**src/fasg_pkg.sv**
```systemverilog
package fasg_pkg;

	localparam int ADDR_W = 19;
	localparam int DATA_W = 16;

	// command-interface unlock and command words
	localparam logic [ADDR_W-1:0] UNLOCK_ADDR1 = 19'h0_0555;
	localparam logic [ADDR_W-1:0] UNLOCK_ADDR2 = 19'h0_02AA;
	localparam logic [7:0]        UNLOCK_DATA1 = 8'hAA;
	localparam logic [7:0]        UNLOCK_DATA2 = 8'h55;
	localparam logic [7:0]        IDENT_CMD    = 8'h90;
	localparam logic [7:0]        RESET_CMD    = 8'hF0;

	// identification word offsets
	localparam logic [1:0] IDX_MAKER   = 2'h0;
	localparam logic [1:0] IDX_PART    = 2'h1;
	localparam logic [1:0] IDX_PROTECT = 2'h2;
	localparam int         SECT_LSB    = 12;

	// high-voltage method address bits
	localparam int BIT_A0 = 0;
	localparam int BIT_A1 = 1;
	localparam int BIT_A6 = 6;

	// bus timing, 25 MHz core clock
	localparam int CLK_NS      = 40;
	localparam int WE_LOW_NS   = 35;
	localparam int SETUP_NS    = 0;
	localparam int READ_ACC_NS = 70;
	localparam int WE_LOW_CYC  = (WE_LOW_NS + CLK_NS - 1) / CLK_NS;
	localparam int READ_CYC    = (READ_ACC_NS + CLK_NS - 1) / CLK_NS;

	typedef enum logic [2:0] {
		OP_NONE      = 3'b000,
		OP_ID_ENTER  = 3'b001,
		OP_ID_READ   = 3'b010,
		OP_ID_EXIT   = 3'b011,
		OP_HV_READ   = 3'b100,
		OP_WRITE     = 3'b101,
		OP_READ      = 3'b110
	} fasg_op_t;

	typedef struct packed {
		fasg_op_t          op;
		logic [1:0]        item;
		logic [ADDR_W-1:0] addr;
		logic [DATA_W-1:0] data;
	} fasg_req_t;

	typedef struct packed {
		logic              ceN;
		logic              oeN;
		logic              weN;
		logic [ADDR_W-1:0] addr;
		logic [DATA_W-1:0] dqOut;
		logic              dqOe;
		logic              hvAddrNine;
	} fasg_pins_t;

endpackage : fasg_pkg

```
**src/fasg_bus_cycle.sv**
```systemverilog
`timescale 1ns/1ns
module fasg_bus_cycle (
	input  wire logic                      core_clk,
	input  wire logic                      resetn,
	input  wire logic                      start,
	input  wire logic                      isWrite,
	input  wire logic [fasg_pkg::ADDR_W-1:0] addr,
	input  wire logic [fasg_pkg::DATA_W-1:0] wdata,
	input  wire logic                      hvAddrNine,
	input  wire logic [fasg_pkg::DATA_W-1:0] dqIn,
	output logic                           busy,
	output logic                           done,
	output logic [fasg_pkg::DATA_W-1:0]    rdata,
	output fasg_pkg::fasg_pins_t           pins
);
	import fasg_pkg::*;

	typedef enum logic [1:0] {
		BC_IDLE   = 2'b00,
		BC_SETUP  = 2'b01,
		BC_STROBE = 2'b10,
		BC_HOLD   = 2'b11
	} fasg_bc_t;

	fasg_bc_t          state_ff;
	logic [3:0]        cnt_ff;
	logic              wr_ff;
	fasg_pins_t        pins_ff;
	logic [DATA_W-1:0] rdata_ff;
	logic              done_ff;

	function automatic logic [3:0] strobeLen(input logic w);
		strobeLen = w ? 4'(WE_LOW_CYC) : 4'(READ_CYC);
	endfunction : strobeLen

	assign busy  = (state_ff != BC_IDLE);
	assign done  = done_ff;
	assign rdata = rdata_ff;
	assign pins  = pins_ff;

	always_ff @(posedge core_clk or negedge resetn) begin
		if (!resetn) begin
			state_ff <= BC_IDLE;
			cnt_ff   <= 4'h0;
			wr_ff    <= 1'b0;
			done_ff  <= 1'b0;
			pins_ff  <= '{ceN: 1'b1, oeN: 1'b1, weN: 1'b1, addr: '0,
				dqOut: '0, dqOe: 1'b0, hvAddrNine: 1'b0};
		end else begin
			done_ff <= 1'b0;
			case (state_ff)
				BC_IDLE: begin
					if (start) begin
						// address settles before any strobe falls
						pins_ff.addr       <= addr;
						pins_ff.hvAddrNine <= hvAddrNine;
						pins_ff.dqOut      <= wdata;
						pins_ff.dqOe       <= isWrite;
						wr_ff              <= isWrite;
						state_ff           <= BC_SETUP;
					end
				end
				BC_SETUP: begin
					// write: both enables low, output enable high
					pins_ff.ceN <= 1'b0;
					pins_ff.oeN <= wr_ff;
					pins_ff.weN <= !wr_ff;
					cnt_ff      <= strobeLen(wr_ff);
					state_ff    <= BC_STROBE;
				end
				BC_STROBE: begin
					// strobe held a full cycle, far above glitch width
					if (cnt_ff <= 4'h1) begin
						// write-enable rises first: data latched here
						pins_ff.weN <= 1'b1;
						pins_ff.oeN <= 1'b1;
						state_ff    <= BC_HOLD;
					end else begin
						cnt_ff <= cnt_ff - 4'h1;
					end
				end
				BC_HOLD: begin
					pins_ff.ceN  <= 1'b1;
					pins_ff.dqOe <= 1'b0;
					pins_ff.hvAddrNine <= 1'b0;
					done_ff      <= 1'b1;
					state_ff     <= BC_IDLE;
				end
				default: state_ff <= BC_IDLE;
			endcase
		end
	end

	// read data sampled while output enable still low
	always_ff @(posedge core_clk or negedge resetn) begin
		if (!resetn) begin
			rdata_ff <= '0;
		end else if (state_ff == BC_STROBE && cnt_ff <= 4'h1 && !wr_ff) begin
			rdata_ff <= dqIn;
		end
	end

endmodule : fasg_bus_cycle

```
**src/fasg_host.sv**
```systemverilog
`timescale 1ns/1ns
// Contract
// - high-voltage read: A6 low, A1/A0 pick maker, part, protection
// - protection read puts sector address on upper address bits
// - protect all unprotected sectors before first unprotect write (host does not enforce this)
// - write needs chip and write enable low, output enable high
// - host writes reset command to leave identification mode
module fasg_host (
	input  wire logic                        core_clk,
	input  wire logic                        resetn,
	input  wire logic                        reqValid,
	output logic                             reqReady,
	input  fasg_pkg::fasg_req_t              req,
	output logic                             rspValid,
	output logic [7:0]                       rspData,
	output logic                             idModeOn,
	input  wire logic                        supplyOk,
	input  wire logic [fasg_pkg::DATA_W-1:0] dqIn,
	output fasg_pkg::fasg_pins_t             pins
);
	import fasg_pkg::*;

	typedef enum logic [2:0] {
		HS_IDLE = 3'b000,
		HS_UNL1 = 3'b001,
		HS_UNL2 = 3'b010,
		HS_CMD  = 3'b011,
		HS_XFER = 3'b100,
		HS_WAIT = 3'b101
	} fasg_hs_t;

	fasg_hs_t          state_ff;
	fasg_req_t         cur_ff;
	logic              idMode_ff;
	logic              rspValid_ff;
	logic [7:0]        rspData_ff;
	logic              bcStart;
	logic              bcWrite;
	logic [ADDR_W-1:0] bcAddr;
	logic [DATA_W-1:0] bcData;
	logic              bcHv;
	logic              bcBusy;
	logic              bcDone;
	logic [DATA_W-1:0] bcRdata;

	// identification address: item in low bits, sector above
	function automatic logic [ADDR_W-1:0] idAddr(input fasg_req_t r,
			input logic hv);
		logic [ADDR_W-1:0] a;
		a = {r.addr[ADDR_W-1:SECT_LSB], {SECT_LSB{1'b0}}};
		if (hv) begin
			a[BIT_A6] = 1'b0;
			a[BIT_A1] = (r.item == IDX_PROTECT);
			a[BIT_A0] = (r.item == IDX_PART);
		end else begin
			a[1:0] = r.item;
		end
		idAddr = a;
	endfunction : idAddr

	// new requests are refused below the lockout threshold; a started unlock sequence still writes
	assign reqReady = (state_ff == HS_IDLE) && supplyOk;
	assign rspValid = rspValid_ff;
	assign rspData  = rspData_ff;
	assign idModeOn = idMode_ff;

	always_comb begin
		bcStart = 1'b0;
		bcWrite = 1'b1;
		bcAddr  = cur_ff.addr;
		bcData  = cur_ff.data;
		bcHv    = 1'b0;
		case (state_ff)
			// hold off in the done cycle, else the word is sent twice
			HS_UNL1: begin
				bcStart = !bcBusy && !bcDone;
				bcAddr  = UNLOCK_ADDR1;
				bcData  = {8'h00, UNLOCK_DATA1};
			end
			HS_UNL2: begin
				bcStart = !bcBusy && !bcDone;
				bcAddr  = UNLOCK_ADDR2;
				bcData  = {8'h00, UNLOCK_DATA2};
			end
			HS_CMD: begin
				bcStart = !bcBusy && !bcDone;
				bcAddr  = UNLOCK_ADDR1;
				bcData  = {8'h00, IDENT_CMD};
			end
			HS_XFER: begin
				bcStart = !bcBusy;
				case (cur_ff.op)
					OP_ID_READ: begin
						bcWrite = 1'b0;
						bcAddr  = idAddr(cur_ff, 1'b0);
					end
					OP_HV_READ: begin
						bcWrite = 1'b0;
						bcHv    = 1'b1;
						bcAddr  = idAddr(cur_ff, 1'b1);
					end
					OP_ID_EXIT: begin
						bcData = {8'h00, RESET_CMD};
					end
					OP_READ: bcWrite = 1'b0;
					default: bcWrite = 1'b1;
				endcase
			end
			default: bcStart = 1'b0;
		endcase
	end

	// protect and unprotect writes go out as plain OP_WRITE, with no
	// sequencing; mode tracking assumes bad sequences already abort
	always_ff @(posedge core_clk or negedge resetn) begin
		if (!resetn) begin
			state_ff <= HS_IDLE;
			cur_ff   <= '0;
		end else begin
			case (state_ff)
				HS_IDLE: begin
					if (reqValid && supplyOk && req.op != OP_NONE) begin
						cur_ff   <= req;
						state_ff <= (req.op == OP_ID_ENTER) ? HS_UNL1 : HS_XFER;
					end
				end
				HS_UNL1: if (bcDone) state_ff <= HS_UNL2;
				HS_UNL2: if (bcDone) state_ff <= HS_CMD;
				HS_CMD:  if (bcDone) state_ff <= HS_IDLE;
				HS_XFER: if (bcStart) state_ff <= HS_WAIT;
				HS_WAIT: if (bcDone) state_ff <= HS_IDLE;
				default: state_ff <= HS_IDLE;
			endcase
		end
	end

	// supply loss resets the device, so its mode is forgotten
	always_ff @(posedge core_clk or negedge resetn) begin
		if (!resetn) begin
			idMode_ff <= 1'b0;
		end else if (!supplyOk) begin
			idMode_ff <= 1'b0;
		end else if (state_ff == HS_CMD && bcDone) begin
			idMode_ff <= 1'b1;
		end else if (state_ff == HS_WAIT && bcDone
				&& cur_ff.op == OP_ID_EXIT) begin
			idMode_ff <= 1'b0;
		end
	end

	// only the low data byte carries identification
	always_ff @(posedge core_clk or negedge resetn) begin
		if (!resetn) begin
			rspValid_ff <= 1'b0;
			rspData_ff  <= 8'h00;
		end else begin
			rspValid_ff <= (state_ff == HS_WAIT) && bcDone;
			if (state_ff == HS_WAIT && bcDone) begin
				rspData_ff <= bcRdata[7:0];
			end
		end
	end

	fasg_bus_cycle u_cycle (
		.core_clk   (core_clk),
		.resetn     (resetn),
		.start      (bcStart),
		.isWrite    (bcWrite),
		.addr       (bcAddr),
		.wdata      (bcData),
		.hvAddrNine (bcHv),
		.dqIn       (dqIn),
		.busy       (bcBusy),
		.done       (bcDone),
		.rdata      (bcRdata),
		.pins       (pins)
	);

endmodule : fasg_host

```
**config.mk**
```make
export PLATFORM = sky130hd
export DESIGN_NAME = fasg_host
export DESIGN_NICKNAME = d
export VERILOG_FILES = /design/src/fasg_pkg.sv /design/src/fasg_bus_cycle.sv /design/src/fasg_host.sv
export SDC_FILE = /design/constraint.sdc
export NUM_CORES = 1
export LEC_CHECK = 0
export BUFFER_PORTS_ARGS = -buffer_cell sky130_fd_sc_hd__clkbuf_2
export CORE_UTILIZATION = 31
export DETAILED_ROUTE_END_ITERATION = 8
export GPL_TIMING_DRIVEN = 0
export PLACE_DENSITY_LB_ADDON = 0.05
export SKIP_CTS_REPAIR_TIMING = 1
export SYNTH_ARGS = -nofsm -noshare
export SYNTH_HDL_FRONTEND = slang
export SYNTH_SLANG_ARGS = --single-unit
```
**constraint.sdc**
```tcl
create_clock -name core_clk -period 3.45 [get_ports core_clk]
set_clock_uncertainty 0.05 [all_clocks]
set_input_delay 0.1725 -clock core_clk [delete_from_list [all_inputs] [get_ports core_clk]]
set_output_delay 0.1725 -clock core_clk [all_outputs]
set_load 0.05 [all_outputs]
```
# --- Word-level counts from Yosys, hierarchy flattened ---
# Index checks and enable logic that the tools add are counted.
word_totals:
  reg_bits: 109
  in_bits: 60
  out_inout_bits: 51
classes:
  add_sub_neg: 1
  magnitude_cmp: 1
  n_eq_ne: 24
  muxes: 30
  n_reduce_logical: 30
ops:
  columns: ["op", "count"]
  rows:
  - ["one-hot mux 16 bit (4 select lines)", 1]
  - ["one-hot mux 19 bit (3 select lines)", 1]
  - ["one-hot mux 12 bit (2 select lines)", 1]
  - ["two-way mux 3 bit", 6]
  - ["two-way mux 16 bit", 1]
  - ["one-hot mux 3 bit (5 select lines)", 1]
  - ["equality test 3 x 2 -> 1 bit, second input constant", 4]
  - ["equality test 3 bit, second input constant", 4]
  - ["AND reduction 2 bit", 6]
  - ["logical AND 1 bit", 9]
  - ["two-way mux 1 bit", 8]
  - ["two-way mux 2 bit", 4]
  - ["inequality test 2 x 1 -> 1 bit, second input constant", 4]
  - ["inequality test 2 bit, second input constant", 4]
  - ["one-hot mux 2 bit (2 select lines)", 2]
  - ["one-hot mux 2 bit (4 select lines)", 1]
  - ["one-hot mux 4 bit (2 select lines)", 1]
  - ["nonzero test 2 bit", 4]
  - ["equality test 2 bit, second input constant", 3]
  - ["equality test 3 x 1 -> 1 bit, second input constant", 2]
  - ["OR reduction 3 bit", 2]
  - ["AND reduction 5 bit", 1]
  - ["equality test 2 x 1 -> 1 bit, second input constant", 2]
  - ["<= comparator 4 x 1 -> 1 bit, second input constant", 1]
  - ["other kinds (9)", 13]

# --- Logic depth before layout (Yosys ltp) ---
depth:
  depth_word: 6
  ltp_mapped: 6
  ltp_nobuf: 6

# --- Cells and area by module ---
# From an unflattened synthesis, not the netlist that was laid out.
unflattened:
  cells_unflattened: 384
  area_unflattened_um2: 5240.0
by_module_without_submodules:
  columns: ["module", "n_inst", "cells_per_inst", "area_per_inst_um2", "seq_area_each_um2"]
  rows:
  - ["fasg_bus_cycle", 1, 178, 2660.1, 1605.3]
  - ["fasg_host", 1, 206, 2580.0, 1326.3]

# --- Worst setup path after synthesis ---
# OpenSTA, ideal clock, no wires.
synth_timing:
  path_kind: "reg2out"
  from: "reg state_ff[1]"
  to: "out reqReady"
  t_arrival_ns: 2.316
  required_ns: 3.227
  setup_slack_ns: 0.912
  stages_incl_launch_ff: 4
  path_buffers: 2
  cell_sequence: "dfrtp_1 > buf_6 > clkbuf_1 > nor4b_1"
synth_between:
  elab_chain_cells: 2
synth_rtl:
  columns: ["item", "line", "rtl"]
  rows:
  - ["start: declaration", "fasg_host.sv:32", "fasg_hs_t state_ff;"]
  - ["start signal: assignment", "fasg_host.sv:124", "state_ff <= (req.op == OP_ID_ENTER) ? HS_UNL1 : HS_XFER;"]
  - ["logical NOT 3 bit", "fasg_host.sv:62", "assign reqReady = (state_ff == HS_IDLE) && supplyOk;"]
  - ["logical AND 1 bit", "fasg_host.sv:62", null]
  - ["end: declaration", "fasg_host.sv:12", "output logic reqReady,"]
# Every way passes these cells.

# --- Final worst setup path ---
layout_timing:
  from: "reg u_cycle.state_ff[0]"
  to: "reg u_cycle.pins_ff, in the netlist u_cycle.pins[17]"
layout_between:
  elab_chain_cells: 5
layout_rtl:
  columns: ["item", "line", "rtl"]
  rows:
  - ["start: declaration", "fasg_bus_cycle.sv:25", "fasg_bc_t state_ff;"]
  - ["start signal: assignment", "fasg_bus_cycle.sv:43", "state_ff <= BC_IDLE;"]
  - ["start signal: assignment", "fasg_bus_cycle.sv:60", "state_ff <= BC_SETUP;"]
  - ["start signal: assignment", "fasg_bus_cycle.sv:69", "state_ff <= BC_STROBE;"]
  - ["nonzero test 2 bit", "fasg_bus_cycle.sv:36", "assign busy = (state_ff != BC_IDLE);"]
  - ["logical NOT 1 bit", null, null]
  - ["logical AND 1 bit", "fasg_host.sv:76, fasg_host.sv:81, fasg_host.sv:86", null]
  - ["one-hot mux 1 bit (2 select lines)", "fasg_host.sv:73", "case (state_ff)"]
  - ["AND reduction 2 bit (no source line) (*)", null, null]
  - ["end signal: assignment", "fasg_bus_cycle.sv:47", "pins_ff <= '{ceN: 1'b1, oeN: 1'b1, weN: 1'b1, addr: '0,"]
  - ["end: declaration", "fasg_bus_cycle.sv:28", "fasg_pins_t pins_ff;"]
# Every way passes the cells marked *; elsewhere a longest branch is shown, timed or not.
# A chain may end at the register's enable or synchronous reset.

==> impl_metrics.toml <==
[run_status]
status = "complete, no violations"

[clock_tree]
cts_tree = "yes"
clk_latency_ns = 0.35
cts_buffers = 9
root_buffer = "clkbuf_16"
cts_sinks = 109
clockBufferDepth = 2
clkTransAtPathRegs_ns = 0.07
htreeDepth = 3

[finish]
seq_area_mm2 = 0.002731
mostFrequentLayoutCell = "dfrtp_1"
layout-drive-gt1-share_pct = 39.05
final_cell_mix = "dfrtp_1, clkbuf_2, mux2_2"
nets = 569
multi_input_area_mm2 = 0.001777
syn_to_final_growth_pct = 29.65
fillers = 1454
diodes = 0

[timing]
tns_ns = 0
setup_viol = 0
worst_pin_slew_ns = 0.9366
period_share_pct = 72.46
relSlewSlack_pct = 37.04
min_period_ns = 2.500
rsz0062_at_grt = "false"
maxSlewViolCount = 0
fmax_ghz = 0.4000
setup_ws_ns = 0.9500
hold_viol_final = 0

[die]
die-area_mm2 = 0.01543
die-width_um = 124.2
rows = 44
coreArea_mm2 = 0.01453
initial_core_util_pct = 31.85
fp.dieH_um = 124.2
io_pins = 111

[synthesis]
synth.distinct_cells = 51
syn_area_per_cell_um2 = 13.04
async_flop_share_pct = 100.0
ys_seq_elements = 109
syn_inst = 355
synth_flop_cell = "dfrtp_1"
ys_seq_area_share_pct = 59.00
synth_area_mm2 = 0.004629
synth-edff-count = 0
yosysWarnings = 0
synth_fp_nets = 422

[min_path]
hp-class = "input pin to flop"
min_from = "req[4]"

[power]
ir_worst_vdd_v = 0.0003367
p_per_area_mw_per_mm2 = 1001
leakagePower_nw = 2.806

[placement]
gp_congestion = 0.7760
pre_cts_slack_ns = 0.8735
hpwl_um = 7725
portBuffers = 102

[worst_setup_path]
cp_num_buf_inv = 2
crit_chain = "inv_1 -> ha_1 -> clkinv_1 -> nor4_2 -> a22o_1"
r2r-start = "u_cycle.state_ff[0]"
required_ns = 3.69
endpoint_kind = "flop"
max_stage_delay_ns = 0.88
path_class = "flop to flop"
crit_slowest_cell = "nor4_2"
cp-startpoint = "u_cycle.state_ff[0]"
path_delay_family = "simple AND/OR/NAND/NOR gates"
crit_arrival_ns = 2.74
critPathMaxFanout = 8
critPathLaunchType = "flop"

[grt]
grt_pass1_vias = 3281
grt_start_max_net_pins = 110
track_usage_pct = 14.99
grt_pass1_wl_um = 17920
gr-total-overflow = 0
antenna_found_initial = 0

[route]
via_per_inst = 4.787
ant_nets = 0
vias = 3308
routed.top_layer = "met4"
met1_length_um = 5416
drc = 0
met2WireLength_um = 5266
drt-total-wl_um = 11230
dr_wl_met3_um = 437
drtIter0Drc = 82
wl_per_cell_um = 16.25
drtPass1Iterations = 4

[flow_run]
drv_cap = 0
## worst reg2reg max path: cells and delay by family (launching register included)
| kind | cells | cell delay, ns |
|---|---|---|
| AO/OA/AOI/OAI | 1 | 0.24 |
| adder cells (fa/ha/maj) | 1 | 0.38 |
| buffers and inverters | 2 | 0.47 |
| flip-flops | 1 | 0.42 |
| AND/OR/NAND/NOR | 1 | 0.89 |
## per-stage QoR
stage / std cells / cell area (µm²) / utilization, % / power [W] / hold WS, ns
2_1_floorplan: 355 / 4629 / - / 0.004303 / -0.1731
3_3_place_gp: 641 / 5370 / 36.95 / 0.004980 / 0.3445
3_5_place_dp: 641 / 5379 / 37.01 / 0.005040 / 0.3259
4_1_cts: 657 / 5662 / 38.95 / 0.006073 / -0.06496
5_1_grt: 691 / 6002 / 41.30 / 0.006431 / 0.0003226
6_report: 691 / 6002 / 41.30 / 0.006011 / 0.002315
## synth_stat cells, types with 6 or more instances
| library cell | count | area, µm² |
|---|---|---|
| nor2_1 | 12 | 45.04 |
| nand2_1 | 23 | 86.33 |
| inv_1 | 10 | 37.54 |
| a2bb2oi_1 | 14 | 122.6 |
| a22o_1 | 17 | 148.9 |
| nand2b_1 | 6 | 37.54 |
| mux2_2 | 57 | 641.9 |
| a21oi_1 | 14 | 70.07 |
| ha_1 | 7 | 87.58 |
| dfrtp_1 | 106 | 2653 |
| o21ai_0 | 21 | 105.1 |
| buf_2 | 10 | 50.05 |
## area by class of cell
| type | instances | area share, % |
|---|---|---|
| Timing Repair Buffer | 136 | 14.32 |
| Multi-Input combinational cell | 220 | 29.60 |
| Clock inverter | 5 | 0.6671 |
| Clock buffer | 11 | 4.044 |
| Sequential cell | 109 | 45.51 |
| Tap cell | 184 | 3.836 |
| Inverter | 11 | 0.6879 |
| Buffer | 15 | 1.334 |
## path summary, 6_finish.rpt
path                       slack (ns)                to  depth (start not counted)
setup / recovery                 0.95  u_cycle.pins[17]                          5
hold / removal                  0.002         cur_ff[4]                          2
setup reg to reg                 0.95  u_cycle.pins[17]                          5
hold reg to reg                  0.42  u_cycle.pins[39]                          2
max in group asynchronous        2.28       state_ff[2]                          2
min in group asynchronous        0.45  u_cycle.pins[34]                          2
## registers in the layout, indices dropped and copies added (netlist names)
signal / flops
idModeOn: 1
u_cycle.cnt_ff: 4
u_cycle.rdata: 8
rspData: 8
rspValid: 1
u_cycle.done: 1
cur_ff: 40
u_cycle.wr_ff: 1
u_cycle.state_ff: 2
state_ff: 3
u_cycle.pins: 40
## per-layer routing
layer | up-vias | GRT usage (%)
met5 | - | 0
met4 | 0 | 3.614
met3 | 10 | 5.043
met2 | 57 | 22.94
met1 | 1664 | 20.33
li1 | 1577 | -
## cells by family (layout without fill, tap and decap cells)
group | count (synthesis) | in the layout | share of synthesized area (%)
AO/OA/AOI/OAI | 81 | 81 | 12.41
XOR/XNOR | 3 | 3 | 0.5677
adder cells (fa/ha/maj) | 7 | 7 | 1.892
buffers and inverters | 26 | 178 | 2.622
flip-flops | 109 | 109 | 59.00
multiplexers | 61 | 61 | 14.81
AND/OR/NAND/NOR | 68 | 68 | 8.703
## report_power, final
part | total [W] | internal (W) | leakage [nW] | switching [W]
logic | 0.00278 | 0.00100 | 1.32 | 0.00177
clock network | 0.00101 | 0.000519 | 0.141 | 0.000489
registers | 0.00222 | 0.00187 | 1.34 | 0.000359
Power figures use the tool's default switching activity.
